==> src/hdl/port_a_pkg.sv <==
// Shared constants for the six-pin port A control block
package port_a_pkg;
    localparam int unsigned PIN_COUNT_DEF  = 6;
    localparam int unsigned DATA_W         = 8;
    localparam int unsigned ADDR_W         = 4;

    // Register offsets on the plain register port
    localparam logic [3:0]  OFS_PIN_LEVEL  = 4'h0;
    localparam logic [3:0]  OFS_DIRECTION  = 4'h1;
    localparam logic [3:0]  OFS_LATCH      = 4'h2;
    localparam logic [3:0]  OFS_ANALOG     = 4'h3;
    localparam logic [3:0]  OFS_PULLUP     = 4'h4;

    // Field positions and masks
    localparam int unsigned INPUT_ONLY_BIT = 3;
    localparam logic [5:0]  IMPL_MASK      = 6'h37;
    localparam logic [5:0]  PULLUP_MASK    = 6'h3F;
    localparam logic [5:0]  INPUT_ONLY_MASK = 6'h08;

    // Reset values
    localparam logic [5:0]  DIRECTION_RST  = 6'h37;
    localparam logic [5:0]  ANALOG_RST     = 6'h37;
    localparam logic [5:0]  PULLUP_RST     = 6'h00;
    localparam logic [5:0]  LATCH_POR_RST  = 6'h00;
    localparam logic [7:0]  READ_IDLE      = 8'h00;

    // Synchroniser depth
    localparam int unsigned SYNC_STAGES    = 2;
endpackage

==> src/hdl/pin_ctrl_if.sv <==
// Carrier for the pad control settings between the register block and pad drive
interface pin_ctrl_if;
    logic [5:0] latch;
    logic [5:0] direction;
    logic [5:0] pullup_enable_bits;
    logic [5:0] analog_select_bits;
    logic       ext_reset_enable;

    modport src (output latch, output direction, output pullup_enable_bits,
                 output analog_select_bits, output ext_reset_enable);
    modport dst (input latch, input direction, input pullup_enable_bits,
                 input analog_select_bits, input ext_reset_enable);
endinterface

==> src/hdl/pin_sync.sv <==
// Two-stage synchroniser for asynchronous pad levels
module pin_sync
    import port_a_pkg::*;
#(
    parameter int unsigned WIDTH = PIN_COUNT_DEF
)
(
    input  wire logic             clk,
    input  wire logic             rst_n,
    input  wire logic [WIDTH-1:0] async_in,
    output logic      [WIDTH-1:0] sync_out
);
    logic [WIDTH-1:0] meta_r;

    // Refused at elaboration, before any logic is built
    if (WIDTH < 1)
    begin
        $error("pin_sync needs at least one bit");
    end

    // First stage feeds only the second stage
    always_ff @(posedge clk or negedge rst_n)
    begin
        if (!rst_n)
        begin
            meta_r   <= '0;
            sync_out <= '0;
        end
        else
        begin
            meta_r   <= async_in;
            sync_out <= meta_r;
        end
    end
endmodule

==> src/hdl/pad_drive.sv <==
// Registered pad driver: output value, output enable, weak pull-ups, analog select
module pad_drive
    import port_a_pkg::*;
(
    input  wire logic       clk,
    input  wire logic       rst_n,
    pin_ctrl_if.dst         ctrl,
    output logic [5:0]      pad_out,
    output logic [5:0]      pad_oe,
    output logic [5:0]      pullup_on,
    output logic [5:0]      analog_on
);
    wire [5:0] oe_nxt;
    wire [5:0] pullup_nxt;

    // Driver follows the direction bit, pin three held off; analog select leaves it alone
    assign oe_nxt = ~ctrl.direction & ~INPUT_ONLY_MASK;

    // Pull-up dropped on any output pin; pin three forced on by external reset
    assign pullup_nxt = (ctrl.pullup_enable_bits & ctrl.direction & ~INPUT_ONLY_MASK)
                      | ({2'h0, ctrl.ext_reset_enable | ctrl.pullup_enable_bits[INPUT_ONLY_BIT],
                          3'h0});

    always_ff @(posedge clk or negedge rst_n)
    begin
        if (!rst_n)
        begin
            pad_out   <= LATCH_POR_RST;
            pad_oe    <= '0;
            pullup_on <= PULLUP_RST;
            analog_on <= ANALOG_RST;
        end
        else
        begin
            pad_out   <= ctrl.latch & IMPL_MASK;
            pad_oe    <= oe_nxt;
            pullup_on <= pullup_nxt;
            analog_on <= ctrl.analog_select_bits;
        end
    end
endmodule

==> src/hdl/port_a_ctrl.sv <==
// Port A control block: registers, digital read path and pad control
//
// What this block does
// Analog-selected pins read zero on every digital read path.
// Analog select never changes the digital output driver or value.
// Writes to pin level take the zeroed analog reads as written; no fix-up.
// Every reset puts all analog-select bits into analog mode.
// Software clears analog select on pins it uses as digital inputs.
// Each pin has an independent weak pull-up enable bit.
// Pin three pull-up is on if external reset enabled or its bit set; held off while rst_n is low.
// After reset each pin output comes from the output latch.
// Pin level register returns pin levels on bits 5-0, zero above.
// Pin level writes update the latch; pin level reads return pins.
// Pin three level bit is read-only, reads one with external reset on.
// Direction one means input driver off; zero means output; reset one.
// Direction bit three always reads one; bits 7 and 6 read zero.
// Latch holds bits 5-4 and 2-0; bits 3, 7, 6 read zero.
// Analog bits on pins 5, 4, 2-0, reset to one, disable input.
// Pull-up switched off whenever the pin is an output.
// Pin levels pass a two-stage synchroniser before being read.
// Latch keeps its value through all resets but power-on reset.
//
// Implementation choices: the strobed register port and the address map.
module port_a_ctrl
    import port_a_pkg::*;
#(
    parameter int unsigned PIN_COUNT = PIN_COUNT_DEF
)
(
    input  wire logic              clk,
    input  wire logic              rst_n,
    input  wire logic              sys_reset,
    input  wire logic              ext_reset_enable,
    input  wire logic [ADDR_W-1:0] addr,
    input  wire logic [DATA_W-1:0] wr_data,
    input  wire logic              wr_stb,
    input  wire logic              rd_stb,
    output logic      [DATA_W-1:0] rd_data,
    output logic                   rd_valid,
    input  wire logic [5:0]        pad_in,
    output logic      [5:0]        pad_out,
    output logic      [5:0]        pad_oe,
    output logic      [5:0]        pullup_on,
    output logic      [5:0]        analog_on,
    output logic      [5:0]        port_pin_values
);
    // Only the six-pin arrangement is built; refused at elaboration
    if (PIN_COUNT != PIN_COUNT_DEF)
    begin
        $error("port_a_ctrl supports exactly six pins");
    end

    // Keep only the bits that have storage behind them
    function automatic logic [5:0] keep_impl(input logic [5:0] value);
        keep_impl = value & IMPL_MASK;
    endfunction

    // Widen a six-bit field onto the data bus, upper bits zero
    function automatic logic [DATA_W-1:0] to_bus(input logic [5:0] value);
        to_bus = {2'b00, value};
    endfunction

    // Stored state
    logic [5:0] latch_r;
    logic [5:0] latch_nxt;
    logic [5:0] direction_r;
    logic [5:0] direction_nxt;
    logic [5:0] analog_r;
    logic [5:0] analog_nxt;
    logic [5:0] pullup_r;
    logic [5:0] pullup_nxt;
    logic [DATA_W-1:0] rd_data_nxt;
    logic [5:0] pin_values_nxt;

    // Synchronised pad levels
    wire [5:0] pad_sync;

    // Pads are asynchronous; two flops before any read logic
    pin_sync #(
        .WIDTH    (6)
    ) u_sync (
        .clk      (clk),
        .rst_n    (rst_n),
        .async_in (pad_in),
        .sync_out (pad_sync)
    );

    // Address decode
    wire sel_level     = (addr == OFS_PIN_LEVEL);
    wire sel_direction = (addr == OFS_DIRECTION);
    wire sel_latch     = (addr == OFS_LATCH);
    wire sel_analog    = (addr == OFS_ANALOG);
    wire sel_pullup    = (addr == OFS_PULLUP);

    wire wr_level      = wr_stb & sel_level;
    wire wr_direction  = wr_stb & sel_direction;
    wire wr_latch      = wr_stb & sel_latch;
    wire wr_analog     = wr_stb & sel_analog;
    wire wr_pullup     = wr_stb & sel_pullup;

    // Digital input buffer off on analog pins, so reads see zero
    wire [5:0] digital_in = pad_sync & ~analog_r;

    // Pin three has no analog bit; external reset pins its reading high
    wire pin3_level = ext_reset_enable | pad_sync[INPUT_ONLY_BIT];

    // Pin level value as software and peripherals see it
    wire [5:0] level_view = {digital_in[5:4], pin3_level, digital_in[2:0]};

    // Direction reads with the input-only bit forced high
    wire [5:0] direction_view = direction_r | INPUT_ONLY_MASK;

    // Write to pin level or to latch lands in the latch alike
    // Writes carry whatever software read back, so analog pins may be zeroed
    assign latch_nxt = (wr_level | wr_latch) ? keep_impl(wr_data[5:0]) : latch_r;

    // Direction bits writable except the input-only pin
    assign direction_nxt = wr_direction ? keep_impl(wr_data[5:0]) : direction_r;

    // Analog select on implemented pins only
    assign analog_nxt = wr_analog ? keep_impl(wr_data[5:0]) : analog_r;

    // Each pull-up bit stored on its own, pin three included
    assign pullup_nxt = wr_pullup ? (wr_data[5:0] & PULLUP_MASK) : pullup_r;

    // Read multiplexer; unmapped offsets answer zero
    always_comb
    begin
        rd_data_nxt = READ_IDLE;
        if (rd_stb)
        begin
            case (addr)
                OFS_PIN_LEVEL: rd_data_nxt = to_bus(level_view);
                OFS_DIRECTION: rd_data_nxt = to_bus(direction_view);
                OFS_LATCH:     rd_data_nxt = to_bus(latch_r);
                OFS_ANALOG:    rd_data_nxt = to_bus(analog_r);
                OFS_PULLUP:    rd_data_nxt = to_bus(pullup_r);
                default:       rd_data_nxt = READ_IDLE;
            endcase
        end
    end

    // Peripheral inputs get the same gated view as software
    assign pin_values_nxt = level_view;

    // Latch survives device resets; only power-on clears it
    always_ff @(posedge clk or negedge rst_n)
    begin
        if (!rst_n)
            latch_r <= LATCH_POR_RST;
        else
            latch_r <= latch_nxt;
    end

    // Configuration registers return to defaults on any reset
    always_ff @(posedge clk or negedge rst_n)
    begin
        if (!rst_n)
        begin
            direction_r <= DIRECTION_RST;
            analog_r    <= ANALOG_RST;
            pullup_r    <= PULLUP_RST;
        end
        else if (sys_reset)
        begin
            direction_r <= DIRECTION_RST;
            analog_r    <= ANALOG_RST;
            pullup_r    <= PULLUP_RST;
        end
        else
        begin
            direction_r <= direction_nxt;
            analog_r    <= analog_nxt;
            pullup_r    <= pullup_nxt;
        end
    end

    // Read answer stands one cycle only
    always_ff @(posedge clk or negedge rst_n)
    begin
        if (!rst_n)
        begin
            rd_data         <= READ_IDLE;
            rd_valid        <= 1'b0;
            port_pin_values <= '0;
        end
        else
        begin
            rd_data         <= rd_data_nxt;
            rd_valid        <= rd_stb;
            port_pin_values <= pin_values_nxt;
        end
    end

    // Settings handed to the pad driver
    pin_ctrl_if u_ctrl ();

    assign u_ctrl.latch              = latch_r;
    assign u_ctrl.direction          = direction_r;
    assign u_ctrl.pullup_enable_bits = pullup_r;
    assign u_ctrl.analog_select_bits = analog_r;
    assign u_ctrl.ext_reset_enable   = ext_reset_enable;

    // Output path is registered once more so ports come from flops
    pad_drive u_drive (
        .clk       (clk),
        .rst_n     (rst_n),
        .ctrl      (u_ctrl.dst),
        .pad_out   (pad_out),
        .pad_oe    (pad_oe),
        .pullup_on (pullup_on),
        .analog_on (analog_on)
    );
endmodule

==> config.mk <==
export PLATFORM = sky130hd
export DESIGN_NAME = port_a_ctrl
export DESIGN_NICKNAME = d
export VERILOG_FILES = /design/src/hdl/port_a_pkg.sv /design/src/hdl/pin_ctrl_if.sv /design/src/hdl/pin_sync.sv /design/src/hdl/pad_drive.sv /design/src/hdl/port_a_ctrl.sv
export SDC_FILE = /design/constraint.sdc
export NUM_CORES = 1
export LEC_CHECK = 0
export BUFFER_PORTS_ARGS = -buffer_cell sky130_fd_sc_hd__clkbuf_2
export CAP_MARGIN = 10
export CORE_MARGIN = 10
export CORE_UTILIZATION = 55
export CTS_BUF_LIST = sky130_fd_sc_hd__clkbuf_8
export DETAILED_ROUTE_END_ITERATION = 8
export GPL_TIMING_DRIVEN = 0
export HOLD_SLACK_MARGIN = 0.08
export PLACE_DENSITY = 0.88
export SLEW_MARGIN = 5
export SYNTH_ARGS = -nofsm -noshare
export SYNTH_HDL_FRONTEND = slang
export SYNTH_HIERARCHICAL = 1
export SYNTH_SLANG_ARGS = --single-unit
==> constraint.sdc <==
create_clock -name clk -period 1.45 [get_ports clk]
set_input_delay 0.145 -clock clk [delete_from_list [all_inputs] [get_ports clk]]
set_output_delay 0.145 -clock clk [all_outputs]
set_load 0.02 [all_outputs]
==> results_dict.tcl, run 1 <==
set metrics [dict create \
    outcome "complete, no violations" \
    vias_per_cell 5.41 \
    io_pins 63 \
    post_drt_wl_per_cell_um 18.2 \
    grt_pass1_vias 1918 \
    post-route-period-util_pct 84.8 \
    setup_ws_ns 0.220 \
    synth_top_area_share_pct 51.1 \
    grt_use_total_pct 16.3 \
    yosysUniqueCellTypes 35 \
    hold_depth 3 \
    cts_root_buf "clkbuf_8" \
    routed_wl_um 6070 \
    whs_endpoint "pullup_r[5]$_DFFE_PN0P_" \
    ir_drop_mv 0.496 \
    clock.fmax_mhz 813 \
    netlist_instances 195 \
    post_cts_resized 0 \
    antenna_found_initial 0 \
    met3_length_um 481 \
    drt_iter0_drc 156 \
    path_clk_slew_ns 0.06 \
    layout.nets 301 \
    worstMarginPinSlew_ns 0.857 \
    critPathMaxStageDelay_ns 0.65 \
    cts_buffers 9 \
    insertion_delay_ns 0.34 \
    min_period_ns 1.23 \
    power.leakage_nw 1.65 \
    diodes 0 \
    h-tree-depth 3 \
    overflow 0 \
    timing.rr.start "direction_r[5]$_DFFE_PN1P_" \
    clock_path_buffers 2 \
    synth_edf_count 0 \
    ys.flop_type "dfrtp_1" \
    grt_max_degree 69 \
    die_y_um 88.7 \
    cap_violations 0 \
    cts_sinks 68 \
    report.final.slew_viol_count 0 \
    cpLargestDelayFamily "simple AND/OR/NAND/NOR gates" \
    cp_max_fo 10 \
    layout_commonest_cell "clkbuf_2" \
    drt_pass1_iterations 4 \
    fin_skew_ns 0.00192 \
    drc 0 \
    cp.required_ns 1.71 \
    rows 24 \
    r2r_cells 3 \
    min_path_type "input pin to flop" \
    postCtsHoldBufs 13 \
    endpoint_kind "flop" \
    globalplace.congestion 0.856 \
    grt_pass1_wl_um 9520 \
    crit_chain "clkbuf_2 > buf_2 > nor4_2 > a22oi_1 > a21oi_1" \
    vias 1807 \
    drive_above_1_share_pct 40.4 \
    relSlewSlack_pct 42.9 \
    synth.avg_cell_area_um2 13.3 \
    yosys_warnings 6 \
    portBuffers 55 \
    post-place-ws_ns -0.131 \
    critPathSlowestCell "nor4_2" \
    finalHoldViolations 0 \
    start_util_pct 58.1 \
    worstReg2RegEnd "rd_data[5]$_DFF_PN0_" \
    synth_area_leader_cell "dfrtp_1" \
    setup_viol 0 \
    ff2ff_setup_slack_ns 0.33 \
    dp_hpwl_um 4290 \
    top_layer_used "met4" \
    core-area_um2 4470 \
    power.density_nw_per_um2 1150 \
    fillCellCount 295 \
    post-cts-setup-buffer-count 0 \
    ant_nets 0 \
    die_area_um2 7870 \
    drt-met1-wl_um 2350 \
    critPathArrivalTime_ns 1.49 \
    crit_path_start_kind "input pin" \
    fin_setup_tns_ns 0 \
    cts_tree "done" \
    rsz0062_at_grt "false" \
    synth-seq-area-share_pct 66.2 \
    final_cell_mix "55 x clkbuf_2, 53 x dfrtp_1, 17 x nor2_1" \
    netlist_area_um2 2600 \
    synthToLayoutAreaGrowth_pct 24.9 \
    min_from "wr_data[5]" \
    synth_seq_cells 68 \
    die_x_um 88.7 \
    async_reset_ff_share_pct 100 \
    wl_met2_um 3100 \
    crit_type "input pin to flop" \
    synthTopCellsByArea "dfrtp_1 51%, dfstp_2 15%, mux2_2 4.3%" \
    path_buf_inv 2 \
]
through the flow:
stage                     total power, mW  hold slack, ns  std cells  instance area, um^2  utilization, %
after floorplan                      2.27          -0.151        198                 2610               -
after detailed placement             2.45           0.256        305                 2950            66.0
final                                3.72          0.0903        334                 3240            72.5
after global routing                 3.87          0.0813        334                 3240            72.5
after global placement               2.43           0.253        305                 2950            65.9
after CTS                            3.74          0.0819        334                 3240            72.5
registers in the layout (all words and copies together), names as in the netlist, 6 cells and up:
| register | cells |
|---|---|
| rd_data | 6 |
| u_drive/analog_on | 6 |
| u_drive/pullup_on | 6 |
| u_sync/sync_out | 6 |
| pullup_r | 6 |
| u_sync/meta_r | 6 |
| port_pin_values | 6 |
cells by family after synthesis:
kind of cell / count (synthesis) / share of synthesized area [%]
AOI/OAI and AO/OA: 30 / 6.79
buffers and inverters: 19 / 4.00
DFF: 68 / 66.2
muxes: 20 / 8.19
other: 2 / 0.289
and+or+nand+nor: 56 / 14.5
synthesized netlist by cell type (all sizes together), types with 3 or more instances:
cell type and number:
nand3b 5, a22oi 3, nand3 6, dfstp 15
buf 11, a21oi 12, mux2 10, inv 6
mux2i 10, o21ai 11, dfrtp 53, nor2 17
and2 5, nor2b 5, and3b 6
routing by layer:
layer / vias up / track usage (%)
met4: 0 / 9.99
met3: 14 / 5.24
met5: - / 0
met2: 73 / 26.2
met1: 897 / 18.6
li1: 823 / -
how the worst max path moves through the flow:
| stage | to | from | cells after the start | slack (ns) |
|---|---|---|---|---|
| detailed placement | rd_data[1]$_DFF_PN0_ | addr[1] | 5 | -0.13 |
| global placement | u_drive/pad_out[2]$_DFF_PN0_ | rst_n | 1 | -0.12 |
| CTS | rd_data[1]$_DFF_PN0_ | addr[1] | 5 | 0.22 |
| finish | rd_data[1]$_DFF_PN0_ | addr[1] | 5 | 0.22 |
| floorplan | latch_r[0]$_DFFE_PN0P_ | wr_stb | 4 | 0.28 |
| global route | rd_data[1]$_DFF_PN0_ | addr[1] | 5 | 0.08 |
area by class of cell:
| type | count | area, um^2 | share of cell area (%) |
|---|---|---|---|
| clock buffers | 10 | 138 | 4.24 |
| inverters | 6 | 22.5 | 0.694 |
| flip-flops and latches | 68 | 1720 | 53.0 |
| clock inverters | 6 | 25.0 | 0.771 |
| plain buffers | 13 | 81.3 | 2.51 |
| repair buffers | 68 | 408 | 12.6 |
| well taps | 52 | 65.1 | 2.01 |
| multi-input cells | 111 | 785 | 24.2 |
worst reg2reg max path, stage by stage, from the launching register on:
cell and delay [ns]:
dfstp_2 0.56, nand3b_1 0.08, a211o_1 0.26, a21oi_1 0.14
power breakdown:
part | internal (mW) | switching, mW | total (mW) | leakage, nW
Sequential | 2.00 | 0.0460 | 2.05 | 0.839
Combinational | 0.158 | 0.237 | 0.395 | 0.705
Clock | 0.636 | 0.646 | 1.28 | 0.101
Total | 2.79 | 0.929 | 3.72 | 1.65
Power figures use the tool's default switching activity.
==> run 2, diff against run 1 <==
--- a/config.mk
+++ b/config.mk
@@ -8,12 +8,12 @@
 export BUFFER_PORTS_ARGS = -buffer_cell sky130_fd_sc_hd__clkbuf_2
 export CAP_MARGIN = 10
 export CORE_MARGIN = 10
-export CORE_UTILIZATION = 55
+export CORE_UTILIZATION = 49
 export CTS_BUF_LIST = sky130_fd_sc_hd__clkbuf_8
 export DETAILED_ROUTE_END_ITERATION = 8
 export GPL_TIMING_DRIVEN = 0
 export HOLD_SLACK_MARGIN = 0.08
-export PLACE_DENSITY = 0.88
+export PLACE_DENSITY = 0.83
 export SLEW_MARGIN = 5
 export SYNTH_ARGS = -nofsm -noshare
 export SYNTH_HDL_FRONTEND = slang
==> constraint.sdc (replaced) <==
create_clock -name clk -period 1 [get_ports clk]
set_input_delay 0.1 -clock clk [delete_from_list [all_inputs] [get_ports clk]]
set_output_delay 0.1 -clock clk [all_outputs]
set_load 0.02 [all_outputs]
==> run 2 against run 1 <==
Effect of this change: the flow now finishes with violations (hold timing, setup timing); die area increased by 9.4%; non-clock buffer count up 15; power increased by 52%; register-to-register slack got worse by 0.45 ns; critical path type is now flop to flop; critical endpoint is now rd_data[2]$_DFF_PN0_.
==> results_dict.tcl, run 2 (synthesized netlist as in run 1, its figures left out) <==
set metrics [dict create \
    power.density_nw_per_um2 1570 \
    portBuffers 55 \
    io_pins 63 \
    path_clk_slew_ns 0.07 \
    fillCellCount 352 \
    core-area_um2 5140 \
    cts_buffers 9 \
    path_buf_inv 0 \
    clock_path_buffers 2 \
    grt_use_total_pct 15.2 \
    grt_use_met1_pct 16.5 \
    layout.nets 316 \
    post_drt_wl_per_cell_um 17.2 \
    drive_above_1_share_pct 48.3 \
    finalInstanceArea_um2 3610 \
    die_x_um 92.8 \
    drc 0 \
    gr-usage-met3_pct 6.05 \
    min_period_ns 1.12 \
    outcome "finished, violations left" \
    synthToLayoutAreaGrowth_pct 39.1 \
    rows 26 \
    post-route-period-util_pct 112 \
    drt_pass1_iterations 5 \
    grt_max_degree 69 \
    dp_cells 323 \
    crit_type "flop to flop" \
    cts_sinks 68 \
    dpl_cell_area_um2 3030 \
    antenna_found_initial 0 \
    setup_ws_ns -0.116 \
    globalplace.congestion 0.849 \
    ir_drop_mv 0.786 \
    cp.required_ns 1.27 \
    critPathLaunch "direction_r[2]$_DFFE_PN1P_" \
    endpoint_kind "flop" \
    routed_wl_um 6290 \
    final_cells 366 \
    ff2ff_setup_slack_ns -0.12 \
    min_path_type "input pin to async pin" \
    die_area_um2 8610 \
    r2r_cells 3 \
    rsz0062_at_grt "true" \
    met2_usage_pct 24.6 \
    layout_commonest_cell "dfrtp_1" \
    start_util_pct 50.5 \
    insertion_delay_ns 0.34 \
    final_cell_mix "53 x dfrtp_1, 42 x clkbuf_2, 19 x buf_4" \
    post-place-ws_ns -0.428 \
    grt_pass1_wl_um 10100 \
    cap_violations 0 \
    worstMarginPinSlew_ns 0.877 \
    violations "hold timing, setup timing" \
    grt_pass1_vias 1993 \
    critPathSlowestCell "dfstp_2" \
    clock.fmax_mhz 896 \
    power.leakage_nw 1.79 \
    critPathArrivalTime_ns 1.39 \
    critPathMaxStageDelay_ns 0.54 \
    overflow 0 \
    regArea_um2 1720 \
    fin_util_pct 70.3 \
    diodes 0 \
    grt-busiest-layer "met2" \
    cts_tree "done" \
    setup_viol 10 \
    fin_skew_ns 0.00733 \
    relSlewSlack_pct 41.5 \
    vias 1861 \
    postCtsHoldBufs 16 \
    worstReg2RegEnd "rd_data[2]$_DFF_PN0_" \
    h-tree-depth 3 \
    cpLargestDelayFamily "flip-flops" \
    multi_input_area_um2 880 \
    crit_chain "nand3b_1 > a211o_1 > a21oi_2" \
    finalHoldViolations 53 \
    ant_nets 0 \
    crit_path_start_kind "flop" \
    hold_ws_ns -0.105 \
    dp_hpwl_um 3980 \
    report.final.slew_viol_count 0 \
    vias_per_cell 5.08 \
    drt_iter0_drc 209 \
    cts_root_buf "clkbuf_8" \
    cp_max_fo 2 \
    timing.rr.start "direction_r[2]$_DFFE_PN1P_" \
    die_y_um 92.8 \
]
-- run 2: cell types whose count changed in the layout (fill, tap and decap cells not counted), moves of 3 or more --
| cell | before | now |
|---|---|---|
| mux2_2 | 10 | 4 |
| clkbuf_2 | 55 | 42 |
| mux2_4 | 0 | 6 |
| o21ai_1 | 5 | 0 |
| o21ai_2 | 1 | 6 |
| buf_8 | 0 | 5 |
| inv_1 | 10 | 6 |
| buf_4 | 7 | 19 |
| a21oi_1 | 12 | 9 |
| a21oi_2 | 0 | 3 |
| buf_6 | 0 | 4 |
| dlygate4sd3_1 | 13 | 16 |
-- run 2: what timing repair did --
item	in CTS	in global routing
endpoints found under the hold margin	78	53
gates resized for setup	18	35
setup endpoints to repair	15	27
setup buffers	8	4
pin swaps	7	10
-- run 2: how the worst max path moves through the flow --
stage / end / slack [ns] / depth (start not counted)
floorplan: pullup_r[0]$_DFFE_PN0P_ / -0.09 / 4
global placement: u_drive/pad_out[2]$_DFF_PN0_ / -0.54 / 1
detailed placement: rd_data[0]$_DFF_PN0_ / -0.43 / 5
CTS: analog_on[5] / -0.12 / 1
global route: rd_data[2]$_DFF_PN0_ / -0.14 / 3
finish: rd_data[2]$_DFF_PN0_ / -0.12 / 3
-- run 2: cell type report --
class | count | area share [%]
buffer | 13 | 3.22
clock buffer | 12 | 4.57
clock inverter | 3 | 0.381
inverter | 6 | 0.762
multi-input combinational | 111 | 24.3
sequential | 68 | 47.6
tap | 70 | 2.42
timing repair buffer | 83 | 16.7
-- run 2: report_power, final --
part	internal (mW)	switching, mW	leakage (nW)	total [mW]
combinational	0.303	0.364	0.853	0.667
clock	1.07	0.962	0.0994	2.03
sequential	2.90	0.0738	0.839	2.98
total	4.28	1.40	1.79	5.68
-- run 2: worst reg2reg max path, stage by stage, from the launching register on --
cell	delay, ns
dfstp_2	0.54
nand3b_1	0.09
a211o_1	0.28
a21oi_2	0.14
-- run 2: stage by stage --
step | power (mW) | TNS (ns)
detailed placement | 3.58 | -8.36
global placement | 3.56 | -38.95
floorplan | 3.34 | -0.748
CTS | 5.66 | -0.731
global route | 5.92 | -1.12
finish | 5.68 | -0.668
-- run 2: metal layers --
layer	up-vias	part of all wire, %
met5	-	0
met4	0	1.9
met3	12	8.2
met2	82	51
met1	910	39
li1	857	-
==> run 3, diff against run 2 <==
--- a/config.mk
+++ b/config.mk
@@ -14,6 +14,7 @@
 export GPL_TIMING_DRIVEN = 0
 export HOLD_SLACK_MARGIN = 0.08
 export PLACE_DENSITY = 0.83
+export SETUP_SLACK_MARGIN = 0.1
 export SLEW_MARGIN = 5
 export SYNTH_ARGS = -nofsm -noshare
 export SYNTH_HDL_FRONTEND = slang
==> run 3 against run 2 <==
Effect of this change: the flow still finishes with violations (hold timing, setup timing); clock skew grew 0.0030 ns; power grew 13%; non-clock buffer count grew 6; core utilization grew 8.4 points; final cell count grew 1.9%; global-route usage grew 2.3 points; via count grew 7.3%; sequential cell count is the same; critical path depth is the same; routed wire length grew 20%; critical path type unchanged; highest routed layer unchanged.
==> results_dict.tcl, run 3 (synthesized netlist as in run 1, its figures left out) <==
set metrics [dict create \
    ir_drop_mv 1.08 \
    post-route-period-util_pct 113 \
    r2r_cells 3 \
    die_y_um 92.8 \
    vias_per_cell 5.35 \
    drt_iter0_drc 231 \
    vias 1997 \
    power.leakage_nw 1.94 \
    cap_violations 0 \
    globalplace.congestion 0.854 \
    io_pins 63 \
    grt_max_degree 69 \
    cts_buffers 9 \
    h-tree-depth 3 \
    outcome "finished, violations left" \
    grt_pass1_vias 2142 \
    rsz0062_at_grt "true" \
    min_period_ns 1.13 \
    critPathSlowestCell "dfstp_2" \
    setup_ws_ns -0.134 \
    post_drt_wl_per_cell_um 20.2 \
    diodes 0 \
    worstMarginPinSlew_ns 0.879 \
    cts_tree "done" \
    core-area_um2 5140 \
    hold_ws_ns -0.121 \
    setup_viol 13 \
    die_x_um 92.8 \
    ff2ff_setup_slack_ns -0.13 \
    fin_skew_ns 0.0103 \
    layout_commonest_cell "dfrtp_1" \
    routed_wl_um 7540 \
    grt_use_total_pct 17.4 \
    start_util_pct 50.5 \
    crit_type "flop to flop" \
    drc 0 \
    layout.nets 322 \
    fin_util_pct 78.7 \
    finalHoldViolations 53 \
    min_path_type "input pin to async pin" \
    report.final.slew_viol_count 0 \
    power.density_nw_per_um2 1590 \
    cp_max_fo 2 \
    dp_hpwl_um 3810 \
    overflow 0 \
    critPathArrivalTime_ns 1.39 \
    final_cell_mix "53 x dfrtp_1, 42 x clkbuf_8, 18 x dlygate4sd3_1, 18 x clkbuf_2, 16 x buf_4" \
    ant_nets 0 \
    cts_root_buf "clkbuf_8" \
    timing.rr.start "direction_r[5]$_DFFE_PN1P_" \
    synthToLayoutAreaGrowth_pct 55.8 \
    cp.required_ns 1.26 \
    cts_sinks 68 \
    post-place-ws_ns -0.405 \
    critPathLaunch "direction_r[5]$_DFFE_PN1P_" \
    fin_setup_tns_ns -0.864 \
    rows 26 \
    endpoint "rd_data[5]$_DFF_PN0_" \
    critPathMaxStageDelay_ns 0.54 \
    insertion_delay_ns 0.34 \
    clock_path_buffers 2 \
    die_area_um2 8610 \
    relSlewSlack_pct 41.4 \
    path_clk_slew_ns 0.07 \
    portBuffers 55 \
    crit_chain "nand3b_1 > a211o_1 > a21oi_1" \
    violations "hold timing, setup timing" \
    worstReg2RegEnd "rd_data[5]$_DFF_PN0_" \
    grt_pass1_wl_um 11600 \
    clock.fmax_mhz 882 \
    power_mw 6.43 \
    antenna_found_initial 0 \
    drt_pass1_iterations 4 \
    crit_path_start_kind "flop" \
    drive_above_1_share_pct 51.2 \
    endpoint_kind "flop" \
]
-- run 3: per-layer routing --
metal / vias to the layer above / global-route usage (%) / wire [um] / share of wire, %
met3: 24 / 6.54 / 682 / 9.0
met4: 0 / 8.35 / 259 / 3.4
met5: - / 0 / 0 / 0
met2: 120 / 28.6 / 3800 / 50
met1: 986 / 19.6 / 2800 / 37
li1: 867 / - / - / -
-- run 3: power by group --
| part | leakage, nW | internal, mW | switching [mW] | total (mW) |
|---|---|---|---|---|
| Combinational | 0.980 | 0.444 | 0.399 | 0.844 |
| Sequential | 0.839 | 2.90 | 0.0858 | 2.99 |
| Clock | 0.122 | 1.60 | 0.995 | 2.59 |
-- run 3: through the flow --
| stage | cells | area, um^2 | hold slack, ns |
|---|---|---|---|
| detailed placement | 323 | 3050 | 0.211 |
| global route | 373 | 4050 | -0.0495 |
| floorplan | 198 | 2680 | -0.196 |
| global placement | 323 | 3040 | 0.208 |
| finish | 373 | 4050 | -0.121 |
| CTS | 368 | 3950 | -0.0713 |
-- run 3: timing repair --
action	CTS	global route
hold buffers	18	1
setup endpoints to repair	53	53
resized for setup	89	20
hold endpoints to repair	77	55
buffers inserted	11	7
pin swaps	19	7
-- run 3: final cells by class --
cell class / count / area (um^2)
multi-input cells: 111 / 902
clock buffers: 12 / 165
well taps: 70 / 87.6
plain buffers: 13 / 129
repair buffers: 89 / 946
clock inverters: 4 / 70.1
inverters: 6 / 27.5
fillers: 290 / 1090
flip-flops and latches: 68 / 1720
-- run 3: worst min-delay path by stage --
stage / from / to / slack (ns) / depth (start not counted)
2_1_floorplan: rst_n / latch_r[0]$_DFFE_PN0P_ / -0.20 / 0
3_3_place_gp: pad_in[2] / u_sync/meta_r[2]$_DFF_PN0_ / 0.21 / 1
3_5_place_dp: pad_in[3] / u_sync/meta_r[3]$_DFF_PN0_ / 0.21 / 1
4_1_cts: rst_n / u_sync/sync_out[0]$_DFF_PN0_ / -0.07 / 1
5_1_grt: rst_n / u_sync/meta_r[1]$_DFF_PN0_ / -0.05 / 1
6_report: rst_n / u_sync/sync_out[1]$_DFF_PN0_ / -0.12 / 1
-- run 3: worst max-delay path, delay by kind of cell, from the launching register on --
kind            cells  cell delay [ns]
compound gates      2             0.43
simple gates        1             0.09
flops               1             0.54
